<file path="config.mk">
export PLATFORM = sky130hd
export DESIGN_NAME = cal_lock
export DESIGN_NICKNAME = d
export VERILOG_FILES = /design/src/logic/cal_lock_pkg.sv /design/src/logic/cal_lock.sv /design/src/logic/code_check.sv /design/src/logic/msg_store.sv
export VERILOG_INCLUDE_DIRS = /design/src /design/src/logic
export SDC_FILE = /design/constraint.sdc
export NUM_CORES = 1
export LEC_CHECK = 0
export BUFFER_PORTS_ARGS = -buffer_cell sky130_fd_sc_hd__buf_4
export CAP_MARGIN = 20
export CORE_MARGIN = 2
export CORE_UTILIZATION = 43
export DETAILED_ROUTE_END_ITERATION = 6
export PLACE_DENSITY = 0.76
export SYNTH_ARGS = -nofsm -noshare
export SYNTH_HDL_FRONTEND = slang
export SYNTH_HIERARCHICAL = 1
export SYNTH_SLANG_ARGS = --single-unit
</file>
<file path="constraint.sdc">
create_clock -name clk_i -period 3.29 [get_ports clk_i]
set_input_delay 0.329 -clock clk_i [delete_from_list [all_inputs] [get_ports clk_i]]
set_output_delay 0.329 -clock clk_i [all_outputs]
set_load 0.005 [all_outputs]
</file>
<file path="src/logic/cal_lock_cfg.svh">
// timing, sizing and reset constants of the calibration lock
`ifndef CAL_LOCK_CFG_SVH
`define CAL_LOCK_CFG_SVH
`define CLK_HZ 50000000
`define CAL_HOLD_S 5
`define SHOW_S 1
`define CODE_MAX 4'hC
`define FP_LEN 4'h8
`define FP_DIGITS 6
`define CNT_MAX 15'h7FFF
`define MSG_LEN 6'h28
`define ASCII_ZERO 8'h30
// arbitrary factory code "ZQ000000"
`define FACTORY_CODE 96'h0000_0000_3030_3030_3030_515A
`define FACTORY_LEN 4'h8
`endif

</file>
<file path="src/logic/cal_lock_pkg.sv">
// types shared by the calibration lock files
`default_nettype none
package cal_lock_pkg;
   typedef logic [7:0] char_t;
   typedef struct packed {
      logic [3:0] len;
      char_t [11:0] ch;
   } code_t;
   typedef enum logic [2:0] {
      set_security_state_cmd,
      change_security_code_cmd,
      read_calibration_counter_query,
      store_calibration_message_cmd,
      read_calibration_message_query
   } op_t;
   typedef struct packed {
      op_t op;
      logic on;
      code_t code;
      logic [5:0] msg_addr;
      char_t msg_char;
   } req_t;
   typedef struct packed {
      logic ok;
      logic secured;
      logic [14:0] count;
      char_t msg_char;
   } rsp_t;
   typedef struct packed {
      logic secured;
      code_t code;
      logic [14:0] count;
   } nv_image_t;
   typedef enum logic [2:0] {
      DISP_BLANK, DISP_SECURED, DISP_UNSECURED, DISP_CAL_MODE, DISP_CODE, DISP_INVALID
   } disp_t;
   function automatic logic is_letter(input char_t c);
      return (c >= 8'h41 && c <= 8'h5A) || (c >= 8'h61 && c <= 8'h7A);
   endfunction : is_letter
endpackage : cal_lock_pkg
`default_nettype wire

</file>
<file path="src/logic/cal_lock.sv">
// calibration security lock, counter and message keeper
`timescale 1ns/10ps
`default_nettype none
`include "cal_lock_cfg.svh"
module cal_lock #(
   parameter int unsigned HOLD_CYC = `CAL_HOLD_S * `CLK_HZ,
   parameter int unsigned SHOW_CYC = `SHOW_S * `CLK_HZ
) (
   input wire logic clk_i,
   input wire logic rst_n_i,
   input wire logic cal_key_i,
   input wire logic fp_secure_i,
   input wire logic [5:0][3:0] fp_digits_i,
   input wire logic jumper_i,
   input wire logic cal_point_i,
   input wire logic req_valid_i,
   input wire cal_lock_pkg::req_t req_i,
   output logic req_ready_o,
   output logic rsp_valid_o,
   output cal_lock_pkg::rsp_t rsp_o,
   input wire logic nv_blank_i,
   input wire cal_lock_pkg::nv_image_t nv_image_i,
   output logic nv_write_o,
   output cal_lock_pkg::nv_image_t nv_image_o,
   output logic secured_o,
   output logic cal_mode_o,
   output cal_lock_pkg::disp_t disp_o
);
   import cal_lock_pkg::*;

   typedef enum logic [3:0] {
      ST_LOAD, ST_BOOT, ST_RUN, ST_SHOW, ST_CAL, ST_ENTRY, ST_UNSEC_SHOW, ST_INVALID, ST_SEC_SHOW
   } state_t;

   state_t state_reg;
   state_t state_next;
   disp_t disp_reg;
   disp_t disp_next;
   logic [27:0] timer_reg;
   logic [27:0] timer_next;
   logic secured_reg;
   code_t code_reg;
   logic [14:0] count_reg;
   logic cal_mode_reg;
   logic nv_write_reg;
   logic rsp_valid_reg;
   logic rsp_ok_reg;
   logic rsp_rd_reg;
   logic [14:0] rsp_count_reg;
   char_t msg_rd_w;

   // timers
   logic hold_done_w;
   logic show_done_w;
   assign hold_done_w = timer_reg == 28'(HOLD_CYC - 1);
   assign show_done_w = timer_reg == 28'(SHOW_CYC - 1);

   // front-panel decode
   char_t [5:0] fp_ascii_w;
   code_t fp_new_code_w;
   logic fp_eval_w;
   logic fp_match_w;
   logic fp_unlock_w;
   logic fp_bad_w;
   logic fp_lock_w;
   logic persist_w;
   genvar k;
   generate
      for (k = 0; k < `FP_DIGITS; k++) begin : g_fp
         assign fp_ascii_w[k] = `ASCII_ZERO + {4'h0, fp_digits_i[k]};
      end
   endgenerate
   assign fp_eval_w = state_reg == ST_ENTRY && fp_secure_i;
   assign fp_match_w = code_reg.len == `FP_LEN && fp_ascii_w == code_reg.ch[7:2];
   // prefix kept from the stored code, digits from the panel
   assign fp_new_code_w = '{len: `FP_LEN, ch: {32'h0000_0000, fp_ascii_w, code_reg.ch[1:0]}};
   assign fp_unlock_w = fp_eval_w && secured_reg && (fp_match_w || jumper_i);
   assign fp_bad_w = fp_eval_w && secured_reg && !fp_match_w && !jumper_i;
   assign fp_lock_w = fp_eval_w && !secured_reg;
   assign persist_w = state_reg == ST_UNSEC_SHOW && show_done_w;

   // remote decode
   logic req_fire_w;
   logic given_valid_w;
   logic match_w;
   logic is_state_w;
   logic set_on_ok_w;
   logic set_off_ok_w;
   logic is_chg_w;
   logic chg_ok_w;
   logic cnt_q_w;
   logic is_msg_wr_w;
   logic msg_wr_ok_w;
   logic msg_rd_w_en;
   logic count_inc_w;

   code_check u_check (
      .given_i(req_i.code),
      .stored_i(code_reg),
      .valid_o(given_valid_w),
      .match_o(match_w)
   );

   // panel evaluation and persist cycles own the stored state
   assign req_ready_o = !(fp_eval_w || persist_w || state_reg == ST_LOAD);
   assign req_fire_w = req_valid_i && req_ready_o;
   assign is_state_w = req_fire_w && req_i.op == set_security_state_cmd;
   assign set_on_ok_w = is_state_w && req_i.on && given_valid_w && match_w;
   assign set_off_ok_w = is_state_w && !req_i.on && (match_w || jumper_i);
   assign is_chg_w = req_fire_w && req_i.op == change_security_code_cmd;
   assign chg_ok_w = is_chg_w && (!secured_reg || jumper_i) && given_valid_w;
   assign cnt_q_w = req_fire_w && req_i.op == read_calibration_counter_query;
   assign is_msg_wr_w = req_fire_w && req_i.op == store_calibration_message_cmd;
   assign msg_wr_ok_w = is_msg_wr_w && req_i.msg_addr < `MSG_LEN;
   assign msg_rd_w_en = req_fire_w && req_i.op == read_calibration_message_query;
   assign count_inc_w = cal_point_i && cal_mode_reg && !secured_reg;

   msg_store u_msg (
      .clk_i(clk_i),
      .wr_i(msg_wr_ok_w),
      .addr_i(req_i.msg_addr),
      .data_i(req_i.msg_char),
      .rd_data_o(msg_rd_w)
   );

   // front-panel and power-up sequence
   always_comb begin
      state_next = state_reg;
      case (state_reg)
         ST_LOAD: state_next = cal_key_i ? ST_BOOT : ST_RUN;
         ST_BOOT: begin
            if (!cal_key_i) begin
               state_next = ST_RUN;
            end else if (hold_done_w) begin
               state_next = ST_SHOW;
            end
         end
         ST_RUN: state_next = ST_RUN;
         ST_SHOW: state_next = show_done_w ? ST_CAL : ST_SHOW;
         ST_CAL: state_next = fp_secure_i ? ST_ENTRY : ST_CAL;
         ST_ENTRY: begin
            if (fp_unlock_w) begin
               state_next = ST_UNSEC_SHOW;
            end else if (fp_bad_w) begin
               state_next = ST_INVALID;
            end else if (fp_lock_w) begin
               state_next = ST_SEC_SHOW;
            end
         end
         ST_UNSEC_SHOW: state_next = show_done_w ? ST_CAL : ST_UNSEC_SHOW;
         ST_INVALID: state_next = show_done_w ? ST_ENTRY : ST_INVALID;
         ST_SEC_SHOW: state_next = show_done_w ? ST_CAL : ST_SEC_SHOW;
         default: state_next = ST_LOAD;
      endcase
      case (state_next)
         ST_SHOW: disp_next = secured_reg ? DISP_SECURED : DISP_UNSECURED;
         ST_CAL: disp_next = DISP_CAL_MODE;
         ST_ENTRY: disp_next = DISP_CODE;
         ST_UNSEC_SHOW: disp_next = DISP_UNSECURED;
         ST_INVALID: disp_next = DISP_INVALID;
         ST_SEC_SHOW: disp_next = DISP_SECURED;
         default: disp_next = DISP_BLANK;
      endcase
      timer_next = (state_next != state_reg) ? 28'h0000000 : timer_reg + 28'h0000001;
   end

   always_ff @(posedge clk_i or negedge rst_n_i) begin
      if (!rst_n_i) begin
         state_reg <= ST_LOAD;
         disp_reg <= DISP_BLANK;
         timer_reg <= 28'h0000000;
         cal_mode_reg <= 1'b0;
      end else begin
         state_reg <= state_next;
         disp_reg <= disp_next;
         timer_reg <= timer_next;
         cal_mode_reg <= cal_mode_reg || state_next == ST_SHOW;
      end
   end

   // security state and code; panel entry and remote requests never coincide
   always_ff @(posedge clk_i or negedge rst_n_i) begin
      if (!rst_n_i) begin
         secured_reg <= 1'b1;
         code_reg <= '{len: `FACTORY_LEN, ch: `FACTORY_CODE};
      end else if (state_reg == ST_LOAD) begin
         if (!nv_blank_i) begin
            secured_reg <= nv_image_i.secured;
            code_reg <= nv_image_i.code;
         end
      end else begin
         if (set_on_ok_w || fp_lock_w) begin
            secured_reg <= 1'b1;
         end else if (set_off_ok_w || persist_w) begin
            secured_reg <= 1'b0;
         end
         if (chg_ok_w) begin
            code_reg <= req_i.code;
         end else if (fp_lock_w || (fp_unlock_w && jumper_i)) begin
            code_reg <= fp_new_code_w;
         end
      end
   end

   always_ff @(posedge clk_i or negedge rst_n_i) begin
      if (!rst_n_i) begin
         count_reg <= 15'h0000;
      end else if (state_reg == ST_LOAD) begin
         count_reg <= nv_blank_i ? 15'h0000 : nv_image_i.count;
      end else if (count_inc_w) begin
         count_reg <= (count_reg == `CNT_MAX) ? 15'h0000 : count_reg + 15'h0001;
      end
   end

   // every change of security state, code or counter is written through to storage; message writes are not
   always_ff @(posedge clk_i or negedge rst_n_i) begin
      if (!rst_n_i) begin
         nv_write_reg <= 1'b0;
      end else begin
         nv_write_reg <= set_on_ok_w || set_off_ok_w || chg_ok_w || fp_lock_w
            || persist_w || (fp_unlock_w && jumper_i) || count_inc_w;
      end
   end

   // remote answers
   always_ff @(posedge clk_i or negedge rst_n_i) begin
      if (!rst_n_i) begin
         rsp_valid_reg <= 1'b0;
         rsp_ok_reg <= 1'b0;
         rsp_rd_reg <= 1'b0;
         rsp_count_reg <= 15'h0000;
      end else begin
         rsp_valid_reg <= req_fire_w;
         rsp_ok_reg <= set_on_ok_w || set_off_ok_w || chg_ok_w || cnt_q_w || msg_wr_ok_w || msg_rd_w_en;
         rsp_rd_reg <= msg_rd_w_en;
         rsp_count_reg <= cnt_q_w ? count_reg : 15'h0000;
      end
   end

   assign rsp_valid_o = rsp_valid_reg;
   assign rsp_o = '{ok: rsp_ok_reg, secured: secured_reg, count: rsp_count_reg,
      msg_char: rsp_rd_reg ? msg_rd_w : 8'h00};
   assign nv_write_o = nv_write_reg;
   assign nv_image_o = '{secured: secured_reg, code: code_reg, count: count_reg};
   assign secured_o = secured_reg;
   assign cal_mode_o = cal_mode_reg;
   assign disp_o = disp_reg;
endmodule : cal_lock
`default_nettype wire

</file>
<file path="src/logic/code_check.sv">
// format check and full-length compare of a supplied code
`timescale 1ns/10ps
`default_nettype none
`include "cal_lock_cfg.svh"
module code_check (
   input wire cal_lock_pkg::code_t given_i,
   input wire cal_lock_pkg::code_t stored_i,
   output logic valid_o,
   output logic match_o
);
   import cal_lock_pkg::*;
   logic [11:0] used_w;
   logic [11:0] alnum_w;
   logic [11:0] same_w;
   genvar i;
   generate
      for (i = 0; i < `CODE_MAX; i++) begin : g_ch
         assign used_w[i] = 4'(i) < given_i.len;
         assign alnum_w[i] = !used_w[i] || is_letter(given_i.ch[i])
            || (given_i.ch[i] >= 8'h30 && given_i.ch[i] <= 8'h39);
         assign same_w[i] = !used_w[i] || given_i.ch[i] == stored_i.ch[i];
      end
   endgenerate
   // one to twelve characters, letter first
   assign valid_o = given_i.len != 4'h0 && given_i.len <= `CODE_MAX
      && is_letter(given_i.ch[0]) && &alnum_w;
   assign match_o = given_i.len == stored_i.len && &same_w;
endmodule : code_check
`default_nettype wire

</file>
<file path="src/logic/msg_store.sv">
// calibration message text, kept apart from the non-volatile image
`timescale 1ns/10ps
`default_nettype none
`include "cal_lock_cfg.svh"
module msg_store (
   input wire logic clk_i,
   input wire logic wr_i,
   input wire logic [5:0] addr_i,
   input wire cal_lock_pkg::char_t data_i,
   output var cal_lock_pkg::char_t rd_data_o
);
   import cal_lock_pkg::*;
   // no reset: contents survive every reset
   char_t mem [0:`MSG_LEN-1];
   always_ff @(posedge clk_i) begin
      if (wr_i) begin
         mem[addr_i] <= data_i;
      end
      rd_data_o <= (addr_i < `MSG_LEN) ? mem[addr_i] : 8'h00;
   end
endmodule : msg_store
`default_nettype wire

</file>
==> key figures, run 1 <==
Detailed routing
  • Average wire per cell in the routed design: 26.1 um
  • Final wirelength: 84.0 mm
  • Initial DRC Count: 2322
  • Number of vias per cell: 6.07
  • Post-route DRC violation count: 0
  • Detailed Routing Iterations Pass 1: 6
  • Via count: 19529
  • Number of nets still failing antenna checks after routing: 0

Synth
  • EDFF count, synth: 320
  • Distinct cell type count after synthesis: 92
  • Post-Syn Area: 24000 sq um
  • Syn avg cell area: 12.7 sq um
  • Fraction of registers with async set/reset: 34.3%
  • Synth top area share: 40.1%
  • Synth area leaders: edfxtp_1 (40%), dfrtp_1 (16%), mux4_2 (3.2%)
  • Synthesized Nets: 2159
  • Synth Flop Type: edfxtp_1
  • #FFs+latches synth: 499
  • Dominant cell type by area after synthesis: edfxtp_1
  • Register area share after synthesis: 58.7%
  • Post-Synthesis Cells: 1891
  • Yosys warns: 6

Floorplan
  • Die Area: 57700 sq um
  • Starting Density: 43.5%
  • Core area: 55100 sq um
  • I/O Pins: 415
  • Die X: 240 um
  • Std-Cell Rows: 86
  • Chip height: 240 um

Min path
  • Worst-case hold path end point: count_reg[2]$_DFFE_PN0P_
  • Hold wc startpoint: nv_image_i[2]
  • Hold Crit Depth: 3
  • Class of the worst hold path: in -> reg

Place
  • Final HPWL DP: 59.3 mm
  • DP Cell Count: 3069
  • DP Area: 28600 sq um
  • GPL Wtd Cong: 0.983
  • Port Buffers: 414
  • Setup Slack @ Placement: -0.257 ns

Layout
  • Largest register FFs: 320
  • Area delta synth->final: 29.2%
  • Layout Nets: 2684
  • Post-Layout Cell Count: 3216
  • Most common cell after layout, fill and taps aside: buf_4
  • Final Cell Area: 31000 sq um
  • Layout cell share with drive strength beyond 1: 32.7%
  • Fillers: 4501
  • Final Util: 56.3%
  • Most frequent cells in the layout: buf_4 (536), edfxtp_1 (320), dfrtp_1 (150)

Setup path
  • CP startpoint kind: flop
  • Crit path kind: reg -> reg
  • Critical Path RT: 3.60 ns
  • Critical Path, Cell by Cell: ha_1 -> and4_1 -> and4_1 -> nand3_1 -> nand3_1 -> or2_2 -> inv_1 -> nor2b_1 -> nand2_1 -> nor2_1 -> buf_4
  • Crit path buf inv count: 2
  • R2R Setup Slk: 0.08 ns
  • Critical path arrival: 3.52 ns
  • Worst path max stage delay: 0.41 ns
  • Worst Setup End Kind: flop
  • Setup crit start: timer_reg[0]$_DFF_PN0_
  • Critical path's slowest cell: dfrtp_1
  • R2R depth: 11
  • CP max FO: 6
  • Reg2Reg Launch Point: timer_reg[0]$_DFF_PN0_
  • Crit path max-delay family: simple AND/OR/NAND/NOR gates
  • Reg-to-reg endpoint: u_msg/mem[10][4]$_DFFE_PP_

Run status
  • Status: completed

Power
  • Peak supply drop: 0.593 mV
  • Power per cell area: 661 nW/um^2
  • Total power: 20.5 mW
  • P_leak: 12.1 nW

Timing
  • Min Hold Slack: 0.0257 ns
  • Worst Max-Slew Pin Slew: 0.985 ns
  • Final Critical Period: 3.21 ns
  • Worst setup margin: 0.0786 ns
  • Final hold violations: 0
  • Relative slew slack: 34.3%
  • Clock skew: 0.0500 ns
  • Setup TNS: 0 ns
  • RSZ-0062 raised after global routing: true
  • Max Fclk: 0.311 GHz
  • Slew Limit Fails: 0
  • Part of the cycle the worst path needs: 97.6%
  • # setup viols final: 0

CTS
  • Inserted Clock Buffers: 53
  • CTS tree: built
  • Clk_lat worst skew: 0.64 ns
  • CTS Buffer Depth: 3
  • Worst-path clk slew: 0.06 ns
  • Clk Tree Root Cell: clkbuf_16
  • H-tree depth: 2
  • CTS Sinks: 499

GRT
  • Vias in the first global route: 19470
  • Global-route wire length before repair: 123 mm
  • Total global-route track usage: 28.6%
  • Initial antenna violation count: 9
  • Total gr overflow: 0
  • Largest net degree at the start of global routing: 77

Flow run
  • Maxcap violations: 0
per-layer routing:
metal / track usage [%] / part of all wire, % / vias to the layer above
li1: - / - / 8336
met1: 35.3 / 37 / 9667
met2: 45.9 / 47 / 1223
met3: 6.57 / 9.7 / 299
met4: 16.9 / 6.8 / 4
met5: 0 / 0.030 / -
cells in the mapped netlist (24+ instances only):
library cell / n
nand2_1: 103
a31oi_1: 33
xnor2_1: 69
nor2_1: 117
o21ai_0: 63
o22ai_1: 28
a211oi_1: 37
a22o_1: 43
a22oi_1: 58
mux2_2: 52
nor4_1: 28
and2_1: 27
inv_1: 55
edfxtp_1: 320
nand3_1: 85
buf_2: 28
a21oi_1: 67
dfrtp_1: 150
xor2_1: 82
mux4_2: 34
clkbuf_1: 60
nand4_1: 24
o31ai_1: 29
worst reg2reg max path, stage by stage, from the launching register on:
cell	delay, ns
dfrtp_1	0.41
ha_1	0.25
and4_1	0.22
and4_1	0.22
nand3_1	0.10
nand3_1	0.17
or2_2	0.38
inv_1	0.13
nor2b_1	0.29
nand2_1	0.31
nor2_1	0.23
buf_4	0.19
worst max path at each step:
stage                                            end  cells after the start
final                     u_msg/mem[10][4]$_DFFE_PP_                     11
after global routing      u_msg/mem[10][4]$_DFFE_PP_                     11
after CTS                 nv_image_o[17]$_DFFE_PN0P_                     16
after detailed placement  nv_image_o[32]$_DFFE_PN0P_                     14
after global placement    nv_image_o[34]$_DFFE_PN0P_                     14
after floorplan           u_msg/mem[32][0]$_DFFE_PP_                     11
repair_timing:
| action | 4_1_cts | 5_1_grt |
|---|---|---|
| setup endpoints to repair | 0 | 10 |
| hold buffers | 38 | 0 |
| buffers inserted | 0 | 2 |
| gates resized for setup | 0 | 10 |
| endpoints found under the hold margin | 78 | 0 |
report_power, final:
part	total (mW)	leakage [nW]	switching [mW]	internal [mW]
Clock	6.48	0.953	2.62	3.85
Sequential	8.41	5.15	0.964	7.44
Combinational	5.62	6.05	3.05	2.57
Total	20.5	12.1	6.64	13.9
final cells by class:
type | instances | area (sq um) | share of cell area (%)
Sequential cell | 499 | 14100 | 45.4
Multi-Input combinational cell | 1218 | 9160 | 29.5
Timing Repair Buffer | 588 | 4660 | 15.0
Clock buffer | 77 | 1660 | 5.34
Tap cell | 748 | 936 | 3.02
Clock inverter | 23 | 292 | 0.940
Inverter | 56 | 210 | 0.678
Antenna cell | 7 | 17.5 | 0.0565
logic make-up after synthesis:
logic type | count (synthesis) | share of synthesized area (%)
multiplexers | 118 | 7.82
AO/OA/AOI/OAI | 458 | 13.8
AND/OR/NAND/NOR | 489 | 10.6
XOR/XNOR | 151 | 5.51
flip-flops | 499 | 58.7
adder cells (fa/ha/maj) | 2 | 0.104
buffers and inverters | 174 | 3.43
Power figures use the tool's default switching activity.
==> run 2: changes to the inputs <==
CORE_ASPECT_RATIO = 0.9   (was default)
==> run 2 against run 1 <==
  * Core utilization down 0.64 points
  * Critical endpoint is now u_msg/mem[8][6]$_DFFE_PP_
  * Sequential share of layout area is 0.27 points higher
  * Die area is essentially flat
  * Critical path type unchanged
  * Clock power about the same
  * Critical path depth unchanged
  * Combinational power down 1%
  * Sequential power hardly changed
  * Setup slack lost 0.0065 ns
  * Clock skew fell by 0.014 ns
  * Global-route usage down 0.88 points
  * Sequential cell count unchanged
==> key figures, run 2 (synthesized netlist as in run 1, its figures left out) <==
Floorplan
  • Die Area: 57700 sq um
  • Starting Density: 43.3%
  • Core area: 55400 sq um
  • Chip height: 228 um
  • I/O Pins: 415
  • Die X: 253 um
  • Std-Cell Rows: 82

CTS
  • Inserted Clock Buffers: 52
  • Worst-path clk slew: 0.06 ns
  • Clk_lat worst skew: 0.63 ns
  • H-tree depth: 2
  • Clk Tree Root Cell: clkbuf_16
  • CTS Buffer Depth: 3
  • CTS Sinks: 499
  • Post-CTS setup buffer count: 0
  • CTS tree: built

Power
  • Total power: 20.4 mW
  • P_leak: 12.1 nW
  • Peak supply drop: 0.533 mV
  • Power per cell area: 662 nW/um^2

Setup path
  • Critical Path RT: 3.61 ns
  • Worst Setup End Kind: flop
  • Crit path kind: reg -> reg
  • CP max FO: 5
  • Critical path arrival: 3.54 ns
  • CP startpoint kind: flop

Run status
  • Status: completed

Detailed routing
  • Met2 wire len: 39.6 mm
  • Met3 WL post-DR: 7.23 mm
  • Post-route DRC violation count: 0
  • Average wire per cell in the routed design: 26.0 um
  • Initial DRC Count: 2352
  • Top sig layer: met4
  • Via count: 19348
  • Detailed Routing Iterations Pass 1: 6
  • Number of vias per cell: 6.11
  • Number of nets still failing antenna checks after routing: 0
  • Met1 Routed Length: 31.2 mm
  • Final wirelength: 82.4 mm

Place
  • GPL Wtd Cong: 1.03
  • DP Cell Count: 3029
  • Port Buffers: 414
  • Final HPWL DP: 57.8 mm
  • Setup Slack @ Placement: -0.208 ns

Min path
  • Class of the worst hold path: in -> reg

Layout
  • Layout Nets: 2675
  • Post-Layout Cell Count: 3169
  • Area delta synth->final: 28.5%
  • Layout cell share with drive strength beyond 1: 32.5%
  • Most frequent cells in the layout: buf_4 (532), edfxtp_1 (320), dfrtp_1 (150)
  • Largest register FFs: 320
  • Most common cell after layout, fill and taps aside: buf_4

GRT
  • Total gr overflow: 0
  • Vias in the first global route: 18950
  • Total global-route track usage: 27.7%
  • Global-route wire length before repair: 121 mm
  • Largest net degree at the start of global routing: 78
  • Initial antenna violation count: 5

Timing
  • Max Fclk: 0.311 GHz
  • Slew Limit Fails: 0
  • Relative slew slack: 47.8%
  • # setup viols final: 0
  • RSZ-0062 raised after global routing: true
  • Final hold violations: 0
  • Clock skew: 0.0358 ns
  • Worst Max-Slew Pin Slew: 0.781 ns
  • Final Critical Period: 3.22 ns
  • Part of the cycle the worst path needs: 97.8%
  • Worst setup margin: 0.0721 ns
  • Setup TNS: 0 ns

Flow run
  • Maxcap violations: 0
==> run 2: worst paths after layout <==
kind | start | to | slack (ns) | depth (start not counted)
setup / recovery | timer_reg[0]$_DFF_PN0_ | u_msg/mem[8][6]$_DFFE_PP_ | 0.07 | 11
hold / removal | nv_image_i[2] | count_reg[2]$_DFFE_PN0P_ | 0.03 | 3
setup reg to reg | timer_reg[0]$_DFF_PN0_ | u_msg/mem[8][6]$_DFFE_PP_ | 0.07 | 11
hold reg to reg | nv_image_o[16]$_DFFE_PN1P_ | nv_image_o[16]$_DFFE_PN1P_ | 0.49 | 2
max in group asynchronous | rst_n_i | secured_o$_DFFE_PN1P_ | 1.98 | 3
min in group asynchronous | rst_n_i | nv_image_o[58]$_DFFE_PN0P_ | 0.36 | 2
==> run 2: what timing repair did <==
action / in CTS / in global routing
hold buffers: 38 / 0
resized for setup: 0 / 13
setup endpoints to repair: 0 / 163
hold endpoints to repair: 86 / 0
==> run 2: critical path: stages (launching register included) <==
cell,delay (ns)
dfrtp_1,0.40
ha_1,0.25
and4_1,0.22
and4_1,0.23
nand3_1,0.11
nand3_1,0.16
or2_2,0.37
inv_1,0.20
nor2b_2,0.28
nand2_1,0.26
nor2_1,0.25
buf_4,0.19
==> run 2: final cells by class <==
| type | instances | area (sq um) |
|---|---|---|
| Fill cell | 4470 | 24600 |
| Tap cell | 714 | 893 |
| Multi-Input combinational cell | 1218 | 9180 |
| Sequential cell | 499 | 14100 |
| Antenna cell | 5 | 12.5 |
| Clock buffer | 66 | 1440 |
| Clock inverter | 31 | 453 |
| Timing Repair Buffer | 580 | 4570 |
| Inverter | 56 | 210 |
==> run 2: metal layers <==
layer / vias to the layer above / GRT usage (%)
li1: 8342 / -
met1: 9631 / 35.9
met2: 1171 / 44.8
met3: 204 / 4.76
met4: 0 / 14.1
met5: - / 0
==> run 2: report_power, final <==
part,switching (mW),leakage [nW],internal (mW)
Combinational,3.01,6.02,2.54
Clock,2.62,0.916,3.83
Sequential,0.964,5.15,7.44
Total,6.59,12.1,13.8
==> run 2: metrics by stage <==
| step | hold WS [ns] | utilization [%] | cell area, sq um |
|---|---|---|---|
| floorplan | 0.0334 | - | 24000 |
| global placement | 0.420 | 51.4 | 28500 |
| detailed placement | 0.424 | 51.4 | 28500 |
| CTS | 0.00862 | 55.5 | 30800 |
| global route | 0.0356 | 55.6 | 30800 |
| finish | 0.0311 | 55.6 | 30800 |
==> run 3: changes to the inputs <==
PLACE_DENSITY = 0.74   (was 0.76)
clock period = 3.25 ns   (was 3.29 ns; I/O delays follow)
==> run 3 against run 2 <==
  * Setup slack got worse by 0.040 ns
  * Register-to-register slack got worse by 0.04 ns
  * Sequential cell count unchanged
  * Count of clock-buffer cells in the layout increased by 16
  * Via count increased by 0.89%
  * Worst hold slack got worse by 0.0055 ns
  * Fmax about the same
  * Die area unchanged
  * Cell count about the same
  * Clock skew decreased by 0.0068 ns
  * Core utilization decreased by 0.075 points
  * Critical endpoint is now u_msg/mem[10][6]$_DFFE_PP_
  * Largest power group unchanged
==> key figures, run 3 (synthesized netlist as in run 1, its figures left out) <==
CTS
  • CTS Sinks: 499
  • Clk_lat worst skew: 0.62 ns
  • Inserted Clock Buffers: 53
  • CTS Buffer Depth: 3
  • H-tree depth: 2
  • Clk Tree Root Cell: clkbuf_16
  • Worst-path clk slew: 0.06 ns
  • CTS tree: built

Min path
  • Hold Crit Depth: 3
  • Hold wc startpoint: nv_image_i[12]
  • Class of the worst hold path: in -> reg

GRT
  • Largest net degree at the start of global routing: 75
  • Global-route wire length before repair: 122 mm
  • Initial antenna violation count: 4
  • Vias in the first global route: 18915
  • Total global-route track usage: 27.8%
  • Total gr overflow: 0

Layout
  • Area of the multi-input gates: 9160 sq um
  • Fillers: 4540
  • Layout Nets: 2678
  • Final Cell Area: 30800 sq um
  • Layout cell share with drive strength beyond 1: 32.3%
  • Final Util: 55.6%
  • Most common cell after layout, fill and taps aside: buf_4
  • Largest register FFs: 320
  • Most frequent cells in the layout: buf_4 (534), edfxtp_1 (320), dfrtp_1 (150)
  • Register area: 14100 sq um
  • Area delta synth->final: 28.3%

Setup path
  • Setup crit start: timer_reg[0]$_DFF_PN0_
  • CP startpoint kind: flop
  • Crit path kind: reg -> reg
  • Reg-to-reg endpoint: u_msg/mem[10][6]$_DFFE_PP_
  • Critical path's slowest cell: dfrtp_1
  • Worst Setup End Kind: flop
  • Critical path arrival: 3.54 ns
  • Reg2Reg Launch Point: timer_reg[0]$_DFF_PN0_
  • CP endpoint: u_msg/mem[10][6]$_DFFE_PP_
  • Critical Path, Cell by Cell: ha_1 -> and4_1 -> and4_1 -> nand3_1 -> nand3_1 -> or2_2 -> inv_1 -> nor2b_1 -> nand2_1 -> nor2_1 -> buf_4
  • Critical Path RT: 3.57 ns
  • Worst path max stage delay: 0.40 ns
  • CP max FO: 5
  • R2R depth: 11
  • R2R Setup Slk: 0.03 ns

Floorplan
  • I/O Pins: 415
  • Die X: 253 um
  • Core area: 55400 sq um
  • Starting Density: 43.3%
  • Std-Cell Rows: 82
  • Die Area: 57700 sq um
  • Chip height: 228 um

Timing
  • Worst setup margin: 0.0324 ns
  • Part of the cycle the worst path needs: 99.0%
  • Worst Max-Slew Pin Slew: 0.875 ns
  • # setup viols final: 0
  • Relative slew slack: 41.4%
  • Final Critical Period: 3.22 ns
  • RSZ-0062 raised after global routing: true
  • Final hold violations: 0
  • Clock skew: 0.0290 ns
  • Max Fclk: 0.311 GHz
  • Slew Limit Fails: 0

Place
  • Setup Slack @ Placement: -0.132 ns
  • GPL Wtd Cong: 1.02
  • Port Buffers: 414
  • Final HPWL DP: 58.5 mm
  • DP Area: 28500 sq um

Detailed routing
  • Detailed Routing Iterations Pass 1: 6
  • Number of nets still failing antenna checks after routing: 0
  • Post-route DRC violation count: 0
  • Number of vias per cell: 6.15
  • Final wirelength: 83.1 mm
  • Initial DRC Count: 2467
  • Average wire per cell in the routed design: 26.2 um
  • Via count: 19521

Power
  • Total power: 20.5 mW
  • Power per cell area: 667 nW/um^2
  • Peak supply drop: 0.467 mV
  • P_leak: 12.1 nW

Run status
  • Status: completed

Flow run
  • Maxcap violations: 0
-- run 3: cell types whose count changed in the layout (fill, tap and decap cells not counted), moves of 3 or more --
cell	change
clkbuf_8	+8
clkinv_2	-4
clkinvlp_4	-3
bufinv_16	-4
clkbuf_1	+8
-- run 3: metal layers --
| metal | vias up | track usage (%) | wire [um] |
|---|---|---|---|
| li1 | 8333 | - | - |
| met1 | 9759 | 35.8 | 31200 |
| met2 | 1200 | 44.2 | 39000 |
| met3 | 227 | 5.47 | 7850 |
| met4 | 2 | 15.4 | 4990 |
| met5 | - | 0 | 13 |
-- run 3: per-stage QoR --
step                      TNS [ns]  std cells  hold slack (ns)
after floorplan             -0.149       1891           0.0294
after global placement       -2.25       3031            0.406
after detailed placement     -6.81       3031            0.412
after CTS                        0       3168         0.000366
after global routing         -1.37       3171           0.0316
final                            0       3172           0.0257
-- run 3: what timing repair did --
item	in CTS	in global routing
hold endpoints to repair	87	0
setup buffers	0	0
setup endpoints to repair	0	94
hold buffers	37	0
resized for setup	0	8
-- run 3: worst max-delay path: cells and delay by family (launching register included) --
| family | cells | cell delay, ns |
|---|---|---|
| flip-flops | 1 | 0.40 |
| AND/OR/NAND/NOR | 8 | 1.91 |
| buffers and inverters | 2 | 0.37 |
| adder cells (fa/ha/maj) | 1 | 0.25 |
-- run 3: where the power goes --
part | internal (mW) | leakage [nW] | total (mW) | switching, mW
logic | 2.64 | 6.01 | 5.69 | 3.05
registers | 7.53 | 5.15 | 8.50 | 0.970
clock network | 3.76 | 0.902 | 6.35 | 2.59
total | 13.9 | 12.1 | 20.5 | 6.61
-- run 3: area by class of cell --
class	instances	share of cell area (%)
inverters	56	0.683
flip-flops and latches	499	45.7
repair buffers	582	14.9
clock buffers	82	5.12
well taps	714	2.90
multi-input cells	1218	29.7
diodes	3	0.0244
clock inverters	18	0.870
-- run 3: how the worst min path moves through the flow --
stage	to	slack, ns
after floorplan	cal_mode_o$_DFF_PN0_	0.03
after global placement	nv_image_o[64]$_DFFE_PN0P_	0.41
after detailed placement	nv_image_o[64]$_DFFE_PN0P_	0.41
after CTS	rsp_rd_reg$_DFF_PN0_	0.0004
after global routing	rsp_rd_reg$_DFF_PN0_	0.03
final	count_reg[12]$_DFFE_PN0P_	0.03
